File: config.mk
export PLATFORM = sky130hd
export DESIGN_NAME = cos_top
export DESIGN_NICKNAME = d
export VERILOG_FILES = /design/src/pkg/cos_pkg.sv /design/src/pkg/cos_clamp_if.sv /design/src/rtl/cos_sync_in.sv /design/src/rtl/cos_clamp_gen.sv /design/src/rtl/cos_top.sv
export SDC_FILE = /design/constraint.sdc
export NUM_CORES = 1
export LEC_CHECK = 0
export ABC_AREA = 0
export BUFFER_PORTS_ARGS = -buffer_cell sky130_fd_sc_hd__buf_2
export CAP_MARGIN = 20
export CORE_ASPECT_RATIO = 1.5
export CORE_MARGIN = 2
export CORE_UTILIZATION = 40
export CTS_BUF_LIST = sky130_fd_sc_hd__clkbuf_8
export CTS_CLUSTER_SIZE = 16
export DETAILED_ROUTE_END_ITERATION = 6
export PLACE_DENSITY = 0.65
export SLEW_MARGIN = 10
export SYNTH_ARGS = -nofsm -noshare
export SYNTH_HDL_FRONTEND = slang
export SYNTH_SLANG_ARGS = --single-unit
File: constraint.sdc
create_clock -name mclk -period 4.9 [get_ports mclk]
set_input_delay 0.49 -clock mclk [delete_from_list [all_inputs] [get_ports mclk]]
set_output_delay 0.49 -clock mclk [all_outputs]
set_load 0.01 [all_outputs]
File: src/pkg/cos_pkg.sv
// Constants for the clamp, offset and sliced-sync control bank.
// Assumes a 250 MHz mclk and an AXI4-Lite master with 8-bit byte addresses.
package cos_pkg;
    // ==========================================================
    // Register indices (byte address is four times the index)
    localparam logic [5:0] IDX_LEVEL = 6'h18;
    localparam logic [5:0] IDX_PLACE = 6'h19;
    localparam logic [5:0] IDX_DUR = 6'h1A;
    localparam logic [5:0] IDX_CTRL = 6'h1B;
    localparam logic [5:0] IDX_TEST = 6'h1C;
    localparam logic [5:0] IDX_SYNC = 6'h1D;
    localparam logic [5:0] IDX_PWR = 6'h1E;
    // ==========================================================
    // Reset values
    localparam logic [7:0] RST_LEVEL = 8'h20;
    localparam logic [7:0] RST_PLACE = 8'h08;
    localparam logic [7:0] RST_DUR = 8'h20;
    localparam logic [7:0] RST_CTRL = 8'h5B;
    localparam logic [7:0] RST_TEST = 8'hFF;
    localparam logic [7:0] RST_SYNC = 8'h78;
    localparam logic [7:0] RST_PWR = 8'h30;
    // ==========================================================
    // Field positions
    localparam int B_CLSRC = 4;
    localparam int B_RED = 3;
    localparam int B_GRN = 2;
    localparam int B_BLU = 1;
    localparam int B_CPOV = 7;
    localparam int B_CPOL = 6;
    localparam int B_AOEN = 5;
    localparam int F_AOF_HI = 4;
    localparam int F_AOF_LO = 3;
    localparam int F_THR_HI = 7;
    localparam int F_THR_LO = 3;
    localparam int B_SPOL = 2;
    localparam int F_SSEL_HI = 1;
    localparam int F_SSEL_LO = 0;
    localparam int B_CHOV = 7;
    localparam int B_CHSEL = 6;
    localparam int B_BW = 5;
    localparam int B_PDSEL = 4;
    localparam int B_PD = 3;
    // ==========================================================
    // Codes and counts
    localparam logic [1:0] AOF_3CL = 2'h0;
    localparam logic [1:0] AOF_48CL = 2'h1;
    localparam logic [1:0] AOF_192CL = 2'h2;
    localparam logic [7:0] AO_N3 = 8'h03;
    localparam logic [7:0] AO_N48 = 8'h30;
    localparam logic [7:0] AO_N192 = 8'hC0;
    localparam logic [1:0] SS_GREEN = 2'h0;
    localparam logic [1:0] SS_HORIZ = 2'h1;
    localparam logic [1:0] SS_REGEN = 2'h2;
    localparam logic [1:0] RESP_OKAY = 2'h0;
    localparam logic [1:0] RESP_SLVERR = 2'h2;
    localparam int PIN_W = 6;
    typedef enum logic [2:0] {SEL_NONE, SEL_LEVEL, SEL_PLACE, SEL_DUR,
        SEL_CTRL, SEL_TEST, SEL_SYNC, SEL_PWR} cos_sel_t;
endpackage : cos_pkg

File: src/pkg/cos_clamp_if.sv
// Clamp settings and generated pulse between the register bank and
// the clamp timer. Same mclk on both sides.
`timescale 1ns/10ps
`default_nettype none
interface cos_clamp_if;
    logic hs_trail;
    logic enable;
    logic [7:0] place;
    logic [7:0] dur;
    logic clamp_pulse;
    modport ctl (output hs_trail, output enable, output place, output dur,
        input clamp_pulse);
    modport gen (input hs_trail, input enable, input place, input dur,
        output clamp_pulse);
endinterface : cos_clamp_if
`default_nettype wire

File: src/rtl/cos_sync_in.sv
// Three-stage synchroniser for asynchronous pins.
// Assumes pins change at any time against mclk.
`timescale 1ns/10ps
`default_nettype none
module cos_sync_in
#(
    parameter int W = 6
)
(
    // Clock and reset
    input wire logic mclk,
    input wire logic rst,
    // Pins and settled levels
    input wire logic [W-1:0] pin,
    output logic [W-1:0] level
);
    typedef struct packed {
        logic [W-1:0] s1;
        logic [W-1:0] s2;
        logic [W-1:0] s3;
        logic [W-1:0] val;
    } cos_sy_st_t;
    cos_sy_st_t st_r;
    cos_sy_st_t st_nxt;

    // ==========================================================
    // Next state: a bit only moves once stages two and three agree
    always_comb
    begin
        st_nxt = st_r;
        st_nxt.s1 = pin;
        st_nxt.s2 = st_r.s1;
        st_nxt.s3 = st_r.s2;
        for (int i = 0; i < W; i++)
        begin
            if (st_r.s2[i] == st_r.s3[i])
            begin
                st_nxt.val[i] = st_r.s3[i];
            end
        end
    end

    // State register
    always_ff @(posedge mclk or posedge rst)
    begin
        if (rst)
        begin
            st_r <= '0;
        end
        else
        begin
            st_r <= st_nxt;
        end
    end

    assign level = st_r.val;
endmodule : cos_sync_in
`default_nettype wire

File: src/rtl/cos_clamp_gen.sv
// Internal clamp timer: delay then pulse, restarted every line.
// Assumes hs_trail is a one-cycle strobe on mclk.
`timescale 1ns/10ps
`default_nettype none
module cos_clamp_gen
(
    // Clock and reset
    input wire logic mclk,
    input wire logic rst,
    // Settings in, pulse out
    cos_clamp_if.gen cif
);
    typedef enum logic [1:0] {CG_IDLE, CG_PLACE, CG_HOLD} cos_cg_t;
    typedef struct packed {
        cos_cg_t state;
        logic [7:0] cnt;
        logic pulse;
    } cos_cg_st_t;
    cos_cg_st_t st_r;
    cos_cg_st_t st_nxt;

    // ==========================================================
    // Placement count, then duration; a new edge restarts both
    always_comb
    begin
        st_nxt = st_r;
        if (!cif.enable)
        begin
            st_nxt.state = CG_IDLE;
            st_nxt.pulse = 1'b0;
        end
        else if (cif.hs_trail)
        begin
            st_nxt.pulse = 1'b0;
            st_nxt.state = CG_PLACE;
            st_nxt.cnt = cif.place;
        end
        else
        begin
            case (st_r.state)
                CG_PLACE:
                begin
                    if (st_r.cnt == 8'h00)
                    begin
                        // Zero duration gives no pulse at all
                        st_nxt.state = (cif.dur == 8'h00) ? CG_IDLE : CG_HOLD;
                        st_nxt.pulse = (cif.dur != 8'h00);
                        st_nxt.cnt = cif.dur - 8'h01;
                    end
                    else
                    begin
                        st_nxt.cnt = st_r.cnt - 8'h01;
                    end
                end
                CG_HOLD:
                begin
                    if (st_r.cnt == 8'h00)
                    begin
                        st_nxt.state = CG_IDLE;
                        st_nxt.pulse = 1'b0;
                    end
                    else
                    begin
                        st_nxt.cnt = st_r.cnt - 8'h01;
                    end
                end
                default:
                begin
                    st_nxt.state = CG_IDLE;
                    st_nxt.pulse = 1'b0;
                end
            endcase
        end
    end

    // State register
    always_ff @(posedge mclk or posedge rst)
    begin
        if (rst)
        begin
            st_r <= '{state: CG_IDLE, cnt: 8'h00, pulse: 1'b0};
        end
        else
        begin
            st_r <= st_nxt;
        end
    end

    assign cif.clamp_pulse = st_r.pulse;
endmodule : cos_clamp_gen
`default_nettype wire

File: src/rtl/cos_top.sv
// Clamp, offset, sliced-sync and input/power control bank with AXI4-Lite.
// Assumes one 250 MHz mclk; sync pins arrive asynchronously, the
// filtered and regenerated syncs and detector hints come on mclk.
//
// The AXI4-Lite register port was decided locally.
`timescale 1ns/10ps
`default_nettype none
module cos_top
    import cos_pkg::*;
(
    // Clock and reset
    input wire logic mclk,
    input wire logic rst,
    // AXI4-Lite write address and data
    input wire logic [7:0] s_axi_awaddr,
    input wire logic s_axi_awvalid,
    output logic s_axi_awready,
    input wire logic [31:0] s_axi_wdata,
    input wire logic [3:0] s_axi_wstrb,
    input wire logic s_axi_wvalid,
    output logic s_axi_wready,
    // AXI4-Lite write response
    output logic [1:0] s_axi_bresp,
    output logic s_axi_bvalid,
    input wire logic s_axi_bready,
    // AXI4-Lite read
    input wire logic [7:0] s_axi_araddr,
    input wire logic s_axi_arvalid,
    output logic s_axi_arready,
    output logic [31:0] s_axi_rdata,
    output logic [1:0] s_axi_rresp,
    output logic s_axi_rvalid,
    input wire logic s_axi_rready,
    // Asynchronous sync and clamp pins
    input wire logic [1:0] horiz_sync_inputs,
    input wire logic [1:0] green_sync_inputs,
    input wire logic vsync_in,
    input wire logic ext_clamp_in,
    // Same-clock hints from the sync processor
    input wire logic regen_hsync,
    input wire logic filtered_hsync,
    input wire logic hsync_pol_pos,
    input wire logic auto_clamp_pol,
    input wire logic auto_chan_sel,
    input wire logic [1:0] sync_present,
    // Analog front-end controls
    output logic clamp_mid_red,
    output logic clamp_mid_green,
    output logic clamp_mid_blue,
    output logic clamp_active,
    output logic auto_offset_en,
    output logic offset_update,
    output logic [4:0] slicer_threshold,
    output logic sliced_sync_out_pin,
    output logic chan_sel,
    output logic bw_high,
    output logic pd_auto,
    output logic power_down
);
    typedef struct packed {
        // Register bank
        logic [7:0] level;
        logic [7:0] place;
        logic [7:0] dur;
        logic [7:0] ctrl;
        logic [7:0] test;
        logic [7:0] sync;
        logic [7:0] pwr;
        // AXI slave
        logic aw_got;
        logic [7:0] awaddr;
        logic w_got;
        logic [7:0] wdata;
        logic wstrb0;
        logic bvalid;
        logic [1:0] bresp;
        logic rvalid;
        logic [7:0] rdata;
        logic [1:0] rresp;
        // Front-end state
        logic [7:0] ao_cnt;
        logic ao_pulse;
        logic vs_prev;
        logic hs_prev;
        logic clamp_act;
        logic ss_out;
        logic chan;
        logic pd;
    } cos_st_t;
    cos_st_t st_r;
    cos_st_t st_nxt;

    logic [PIN_W-1:0] pins_sync;
    logic [1:0] hs_lvl;
    logic [1:0] grn_lvl;
    logic vs_lvl;
    logic ext_lvl;
    cos_clamp_if cif ();

    // ==========================================================
    // Address decode, shared by the write and read paths
    function automatic cos_sel_t map_addr(input logic [7:0] a);
        case (a[7:2])
            IDX_LEVEL: map_addr = SEL_LEVEL;
            IDX_PLACE: map_addr = SEL_PLACE;
            IDX_DUR: map_addr = SEL_DUR;
            IDX_CTRL: map_addr = SEL_CTRL;
            IDX_TEST: map_addr = SEL_TEST;
            IDX_SYNC: map_addr = SEL_SYNC;
            IDX_PWR: map_addr = SEL_PWR;
            default: map_addr = SEL_NONE;
        endcase
    endfunction : map_addr

    // ==========================================================
    // Pin synchronisers and internal clamp timer
    cos_sync_in #(.W(PIN_W)) u_sync
    (
        .mclk(mclk),
        .rst(rst),
        .pin({ext_clamp_in, vsync_in, green_sync_inputs, horiz_sync_inputs}),
        .level(pins_sync)
    );

    // Unpack the settled pin levels
    assign hs_lvl = pins_sync[1:0];
    assign grn_lvl = pins_sync[3:2];
    assign vs_lvl = pins_sync[4];
    assign ext_lvl = pins_sync[5];

    cos_clamp_gen u_clamp
    (
        .mclk(mclk),
        .rst(rst),
        .cif(cif.gen)
    );

    // ==========================================================
    // Front-end decode from the register bank
    logic hs_act;
    logic clamp_pol;
    logic clamp_now;
    logic chan_nxt;
    logic vs_rise;
    logic clamp_end;
    logic ss_mux;
    logic [7:0] ao_target;

    always_comb
    begin
        // Channel: override or sync on both hands it to the select bit
        if (st_r.pwr[B_CHOV] || (&sync_present))
        begin
            chan_nxt = st_r.pwr[B_CHSEL];
        end
        else
        begin
            chan_nxt = auto_chan_sel;
        end
        // Active level of the selected hsync
        hs_act = hsync_pol_pos ? hs_lvl[st_r.chan] : ~hs_lvl[st_r.chan];
        // Clamp polarity only matters for the external clamp pin
        clamp_pol = st_r.ctrl[B_CPOV] ? st_r.ctrl[B_CPOL] : auto_clamp_pol;
        if (st_r.level[B_CLSRC])
        begin
            clamp_now = clamp_pol ? ext_lvl : ~ext_lvl;
        end
        else
        begin
            clamp_now = cif.clamp_pulse;
        end
        clamp_end = st_r.clamp_act & ~clamp_now;
        vs_rise = vs_lvl & ~st_r.vs_prev;
        // Sliced sync source
        case (st_r.sync[F_SSEL_HI:F_SSEL_LO])
            SS_GREEN: ss_mux = grn_lvl[st_r.chan];
            SS_HORIZ: ss_mux = hs_lvl[st_r.chan];
            SS_REGEN: ss_mux = regen_hsync;
            default: ss_mux = filtered_hsync;
        endcase
        // Auto-offset interval; the vsync mode reuses the 3-count
        case (st_r.ctrl[F_AOF_HI:F_AOF_LO])
            AOF_48CL: ao_target = AO_N48;
            AOF_192CL: ao_target = AO_N192;
            default: ao_target = AO_N3;
        endcase
    end

    // Settings handed to the clamp timer
    assign cif.hs_trail = st_r.hs_prev & ~hs_act;
    assign cif.enable = ~st_r.level[B_CLSRC];
    assign cif.place = st_r.place;
    assign cif.dur = st_r.dur;

    // ==========================================================
    // Next state: bus slave, registers, front-end flops
    logic ao_evt;
    logic wr_fire;
    cos_sel_t wsel;
    cos_sel_t rsel;

    always_comb
    begin
        st_nxt = st_r;
        // Write channels are taken in either order
        if (s_axi_awvalid && s_axi_awready)
        begin
            st_nxt.aw_got = 1'b1;
            st_nxt.awaddr = s_axi_awaddr;
        end
        if (s_axi_wvalid && s_axi_wready)
        begin
            st_nxt.w_got = 1'b1;
            st_nxt.wdata = s_axi_wdata[7:0];
            st_nxt.wstrb0 = s_axi_wstrb[0];
        end
        wr_fire = st_r.aw_got && st_r.w_got && !st_r.bvalid;
        wsel = map_addr(st_r.awaddr);
        if (wr_fire)
        begin
            st_nxt.aw_got = 1'b0;
            st_nxt.w_got = 1'b0;
            st_nxt.bvalid = 1'b1;
            st_nxt.bresp = (wsel == SEL_NONE) ? RESP_SLVERR : RESP_OKAY;
            // Only byte lane 0 carries register data
            if (st_r.wstrb0)
            begin
                case (wsel)
                    SEL_LEVEL: st_nxt.level = st_r.wdata;
                    SEL_PLACE: st_nxt.place = st_r.wdata;
                    SEL_DUR: st_nxt.dur = st_r.wdata;
                    SEL_CTRL: st_nxt.ctrl = st_r.wdata;
                    SEL_TEST: st_nxt.test = st_r.wdata;
                    SEL_SYNC: st_nxt.sync = st_r.wdata;
                    SEL_PWR: st_nxt.pwr = st_r.wdata;
                    default: st_nxt.level = st_r.level;
                endcase
            end
        end
        if (st_r.bvalid && s_axi_bready)
        begin
            st_nxt.bvalid = 1'b0;
        end
        // Read: one outstanding, data captured with the address
        rsel = map_addr(s_axi_araddr);
        if (s_axi_arvalid && s_axi_arready)
        begin
            st_nxt.rvalid = 1'b1;
            st_nxt.rresp = (rsel == SEL_NONE) ? RESP_SLVERR : RESP_OKAY;
            case (rsel)
                SEL_LEVEL: st_nxt.rdata = st_r.level;
                SEL_PLACE: st_nxt.rdata = st_r.place;
                SEL_DUR: st_nxt.rdata = st_r.dur;
                SEL_CTRL: st_nxt.rdata = st_r.ctrl;
                SEL_TEST: st_nxt.rdata = st_r.test;
                SEL_SYNC: st_nxt.rdata = st_r.sync;
                SEL_PWR: st_nxt.rdata = st_r.pwr;
                default: st_nxt.rdata = 8'h00;
            endcase
        end
        else if (st_r.rvalid && s_axi_rready)
        begin
            st_nxt.rvalid = 1'b0;
        end
        // Front-end flops
        st_nxt.chan = chan_nxt;
        st_nxt.hs_prev = hs_act;
        st_nxt.vs_prev = vs_lvl;
        st_nxt.clamp_act = clamp_now;
        st_nxt.ss_out = st_r.sync[B_SPOL] ? ss_mux : ~ss_mux;
        // Auto control also powers down when no sync is seen
        st_nxt.pd = st_r.pwr[B_PD] | (st_r.pwr[B_PDSEL] & ~(|sync_present));
        // Auto-offset counts clamps or vsyncs per the rate field
        if (&st_r.ctrl[F_AOF_HI:F_AOF_LO])
        begin
            ao_evt = vs_rise;
        end
        else
        begin
            ao_evt = clamp_end;
        end
        st_nxt.ao_pulse = 1'b0;
        if (!st_r.ctrl[B_AOEN])
        begin
            st_nxt.ao_cnt = 8'h00;
        end
        else if (ao_evt)
        begin
            if (st_r.ao_cnt + 8'h01 >= ao_target)
            begin
                st_nxt.ao_cnt = 8'h00;
                st_nxt.ao_pulse = 1'b1;
            end
            else
            begin
                st_nxt.ao_cnt = st_r.ao_cnt + 8'h01;
            end
        end
    end

    // ==========================================================
    // State register
    always_ff @(posedge mclk or posedge rst)
    begin
        if (rst)
        begin
            st_r <= '0;
            st_r.level <= RST_LEVEL;
            st_r.place <= RST_PLACE;
            st_r.dur <= RST_DUR;
            st_r.ctrl <= RST_CTRL;
            st_r.test <= RST_TEST;
            st_r.sync <= RST_SYNC;
            st_r.pwr <= RST_PWR;
        end
        else
        begin
            st_r <= st_nxt;
        end
    end

    // ==========================================================
    // Bus handshakes; new writes wait until the response is gone
    assign s_axi_awready = ~st_r.aw_got & ~st_r.bvalid;
    assign s_axi_wready = ~st_r.w_got & ~st_r.bvalid;
    assign s_axi_bvalid = st_r.bvalid;
    assign s_axi_bresp = st_r.bresp;
    assign s_axi_arready = ~st_r.rvalid;
    assign s_axi_rvalid = st_r.rvalid;
    assign s_axi_rresp = st_r.rresp;
    assign s_axi_rdata = {24'h000000, st_r.rdata};

    // ==========================================================
    // Front-end outputs from register bits and flops
    assign clamp_mid_red = st_r.level[B_RED];
    assign clamp_mid_green = st_r.level[B_GRN];
    assign clamp_mid_blue = st_r.level[B_BLU];
    assign clamp_active = st_r.clamp_act;
    assign auto_offset_en = st_r.ctrl[B_AOEN];
    assign offset_update = st_r.ao_pulse;
    assign slicer_threshold = st_r.sync[F_THR_HI:F_THR_LO];
    assign sliced_sync_out_pin = st_r.ss_out;
    assign chan_sel = st_r.chan;
    assign bw_high = st_r.pwr[B_BW];
    assign pd_auto = st_r.pwr[B_PDSEL];
    assign power_down = st_r.pd;
endmodule : cos_top
`default_nettype wire

== Word-level counts from Yosys, hierarchy flattened ==
Cells that the tools add are included.

* Eq/ne operators: 44
* Reductions and logical operators: 32
* $lt $le $gt $ge: 2
* Bitwise operators: 19
* Muxes and demuxes: 44
* Add/sub/neg operators: 3

{| class="wikitable"
|+ Operators by type and width
! kind !! number
|-
| $eq A6 B5 Y1 const B || 14
|-
| $pmux W8 S7 || 1
|-
| $pmux W3 S7 || 2
|-
| $mux W8 || 4
|-
| $pmux W8 S2 || 2
|-
| $eq A3 B3 Y1 const B || 8
|-
| $reduce_and A3 Y1 || 8
|-
| $mux W1 || 21
|-
| $mux W9 || 2
|-
| $logic_not A8 Y1 || 2
|-
| $sub A8 B1 Y8 const B || 2
|-
| $eq A3 B2 Y1 const B || 4
|-
| $mux W2 || 6
|-
| $not A1 Y1 || 12
|-
| $mux W11 || 1
|-
| $mux W10 || 1
|-
| $add A8 B1 Y8 const B || 1
|-
| $ge A8 B8 Y1 || 1
|-
| $ne A4 B3 Y1 const B || 2
|-
| $reduce_bool A2 Y1 || 4
|-
| $reduce_bool A8 Y1 || 1
|-
| $logic_and A1 B1 Y1 || 7
|-
| $and A1 B1 Y1 || 6
|-
| $eq A1 B1 Y1 || 6
|-
| other kinds (18) || 26
|}

* Input bits: 72
* Bits in registers: 139
* Output and inout bits: 57
* Word-level logic and storage cells: 181

== Longest topological paths before layout ==
* Depth in word-level cells: 8
* Mapped depth: 9
* Gate-level depth less buffers: 9

== Hierarchy ==
From an unflattened synthesis, not the netlist that was laid out.

* Cells, all modules: 569
* Area, all modules: 6678.9 um2

{| class="wikitable"
|+ Modules (own cells, without submodules)
! module !! instances !! sequential area each (um2) !! cells an instance !! area an instance (um2)
|-
| cos_top || 1 || 2529.9 || 430 || 5072.4
|-
| cos_clamp_gen || 1 || 250.2 || 102 || 889.6
|-
| cos_sync_in || 1 || 600.6 || 37 || 716.9
|}

== Least setup slack after synthesis ==
Ideal clock, no wire load.

* Path type: reg2reg
* Start: register st_r[7] (netlist bit)
* End: register st_r, in the netlist offset_update
* Stages on the path, launching flop included: 10
* Data required time: 4780 ps
* Clock period less this slack: 2369 ps
* Setup slack: 2531 ps
* Data arrival time: 2249 ps
* Buffers on the path: 0
* Setup time: 120 ps
* Cell sequence: dfrtp_1 -> ha_1 -> and3_1 -> nand3_1 -> xnor2_1 -> ha_1 -> a21o_1 -> a21oi_1 -> nand2_1 -> and3_1

{| class="wikitable"
|+ RTL lines
! what !! line !! source
|-
| start: declaration || cos_top.sv:90 || <nowiki>cos_st_t st_r;</nowiki>
|-
| start signal: assignment || cos_top.sv:318 || <nowiki>st_r <= st_nxt;</nowiki>
|}

==> results.toml <==
[timing]
slew_viol_final = 0
max_freq_mhz = 351
tns_ns = 0
maxSlewHeadroom_pct = 34.4
clock_skew_ns = 0.0137
worstMarginPinSlew_ns = 0.956
hold_viol = 0
post-route-period-util_pct = 58.2
setup-violations-final = 0
fin_crit_ns = 2.85
rsz0062_at_grt = "false"

[power]
peakVddDrop_mv = 0.262
total_power_mw = 3.62
comb_power_share_pct = 29.3
clockPowerShare_pct = 21.5
swShare_pct = 36.6
seqPwrFrac_pct = 49.2
powerDensity_nw_per_um2 = 496
switchingPower_mw = 1.32
power.internal_mw = 2.29
leakagePower_nw = 3.38

[clock_tree]
h-tree-depth = 4
cts_tree = "done"
cts_root_buf = "clkbuf_8"
numClockSinks = 134
cts_made_buffers = 17
cts_resized = 0
post-cts-setup-buffer-count = 0
holdBufCountCts = 0
cts_buffer_depth = 2
clkTransAtPathRegs_ns = 0.08
insertion_delay_ns = 0.45

[synth]
yosysTopAreaCell = "dfrtp_1"
ys_seq_area_share_pct = 50.9
yosys_register_bits = 134
synth_top_family_by_area = "multiplexers"
yosys.area_share.simple_pct = 11.4
synthFlopType = "dfrtp_1"
synthMuxAreaShare_pct = 16.5
synth-edff-count = 0
async_reset_ff_share_pct = 100
synthCells = 566
synth.top_cell.area_share_pct = 42.2
yosys-top-cells-area = "dfrtp_1 42%, mux2_2 13%, dfstp_2 8.7%, buf_4 4.7%, ha_1 2.4%"
synth-compound-area-share_pct = 8.61
synthXorXnorAreaFrac_pct = 2.11
synth_area_per_cell_um2 = 11.7
synth_fa_ha_area_share_pct = 3.35
yosys_warnings = 0
syn_area_um2 = 6640
ys_types = 61

[drt]
routedWlPerCell_um = 17.4
vias_per_cell = 5.30
wl_mm = 14.6
dr_total_vias = 4449
drc = 0
ant_nets = 0
first_iter_violations = 307
drt_first_pass_iters = 4

[global_routing]
antenna_found_initial = 0
grt_overflow = 0
grt_pass1_wl_mm = 23.8
grt_pass1_vias = 4486
grtUsageTotal_pct = 17.5
grt_max_degree = 58

[cells_and_area]
area_delta_synth_final_pct = 9.76
nets = 705
n_antenna_cell = 0
drive_above_1_share_pct = 34.1
seq_area_um2 = 3380
n_fill_cell = 1532
multi_input_area_um2 = 2890

[setup_path]
crit_fanout = 7
critPathSlowestCell = "dfrtp_1"
cp-end-kind = "register"
crit_type = "reg -> reg"
cp_num_cells = 9
r2r_end = "offset_update"
arrival_ns = 3.18
r2r_slack_ns = 2.05
worst_setup_path_startpoint = "st_r[7]"
regToRegStartpoint = "st_r[7]"
start_kind = "register"
path_cells = "ha_1 -> and3_1 -> nand3_1 -> xnor2_1 -> ha_1 -> a21o_1 -> a21oi_1 -> nand2_1 -> and3_1"
r2r_cells = 9
critical-path-top-delay-family = "simple AND/OR/NAND/NOR gates"
required_ns = 5.23
slowest_delay_ns = 0.45
path_buf_inv = 0

[placed_design]
port_buffers = 71
hpwl_mm = 10.6
place.gp.congestion = 0.798

[status]
status = "finished, final reports clean"

[floorplanning]
die_area_um2 = 17700
fp.coreArea_um2 = 16300
start_util_pct = 40.8
io_pins = 129
die_w_um = 109
rows = 57
die_y_um = 162

[min_path]
min_path_type = "in -> async"

[flow_run]
maxCapViolCount = 0
synth_stat cells (4+ instances only):
cell      count
dfrtp_1     112
mux2_2       77
nand2_1      43
buf_4        42
nor2_1       25
dfstp_2      22
a21oi_1      20
clkbuf_1     15
inv_1        15
nand3_1      15
mux2i_1      14
ha_1         13
o21ai_0      11
xnor2_1      10
nand3b_1      8
nor3b_1       7
o211ai_1      7
o221ai_1      7
maj3_1        6
nor3_1        6
o22ai_1       6
xor2_1        6
a22oi_1       5
a31oi_1       4
and3_1        4
buf_2         4
mux4_2        4
nor2b_1       4
o21ai_1       4
worst max-delay path by stage:
stage                           to  slack (ns)
detailed placement   offset_update        2.08
floorplan           auto_offset_en        0.86
finish               offset_update        2.05
global route         offset_update        1.78
CTS                  offset_update        2.07
global placement     offset_update        2.15
layout by cell type (no fill, tap or decap), types with 6 or more instances in the layout:
cell        n
o221ai_1    7
nor3_1      6
a21oi_1    20
buf_2      71
conb_1     26
o21ai_0    11
dfrtp_1   112
o22ai_1     6
nand3_1    15
o211ai_1    7
xor2_1      6
dfstp_2    22
mux2_2     77
xnor2_1    10
inv_1      18
nor2_1     25
mux2i_1    14
maj3_1      6
nor3b_1     7
nand2_1    43
ha_1       13
nand3b_1    8
clkbuf_8   17
through the flow:
stage | util [%] | cell area (um^2) | worst slack, ns | std cells | hold WS [ns]
final | 44.8 | 7290 | 2.05 | 839 | 0.0798
after detailed placement | 42.8 | 6960 | 2.08 | 807 | 0.335
after global placement | 42.8 | 6960 | 2.15 | 807 | 0.334
after CTS | 44.8 | 7290 | 2.07 | 839 | 0.0958
after global routing | 44.8 | 7290 | 1.78 | 839 | 0.115
after floorplan | - | 6740 | 0.864 | 591 | 0.331
registers in the layout, summed over array words and instances, names as in the netlist, 5 cells and up:
name	flops
st_r	56
u_sync.st_nxt	12
u_clamp.st_r	9
cif.dur	8
cif.place	8
s_axi_rdata	8
u_sync.level	6
u_sync.st_r	6
slicer_threshold	5
kinds of logic (layout without fill, tap and decap cells):
group	Yosys count	in the layout
AOI/OAI and AO/OA	85	85
xor gates and xnor gates	16	16
adders and majority gates	19	19
buffers and inverters	79	121
DFF	134	134
muxes	95	95
other	1	26
and+or+nand+nor	137	137
routing by layer:
metal | part of all wire [%] | track usage [%] | up-vias
met5 | 0 | 0 | -
met4 | 4.0 | 8.00 | 0
met3 | 5.5 | 4.49 | 33
met2 | 49 | 27.7 | 150
met1 | 41 | 22.4 | 2193
li1 | - | - | 2073
cell type report:
type                       instances  area share [%]
sequential                       134            46.4
multi-input combinational        378            39.6
timing repair buffer              73            5.08
tap                              206            3.54
clock buffer                      17            3.21
clock inverter                    15            1.32
inverter                          16           0.858
worst register-to-register path, stage by stage, from the launching register on:
cell and delay (ns):
dfrtp_1 0.45, ha_1 0.27, and3_1 0.26, nand3_1 0.11
xnor2_1 0.23, ha_1 0.28, a21o_1 0.16, a21oi_1 0.44
nand2_1 0.29, and3_1 0.26
power by group through the flow:
stage                     clock (mW)  sequential (mW)  combinational (mW)
after floorplan                    0             1.64               0.908
after global placement             0             1.77                1.02
after detailed placement           0             1.79                1.06
after CTS                      0.798             1.77                1.07
after global routing           0.855             1.82                1.18
final                          0.778             1.78                1.06
Power figures use the tool's default switching activity.
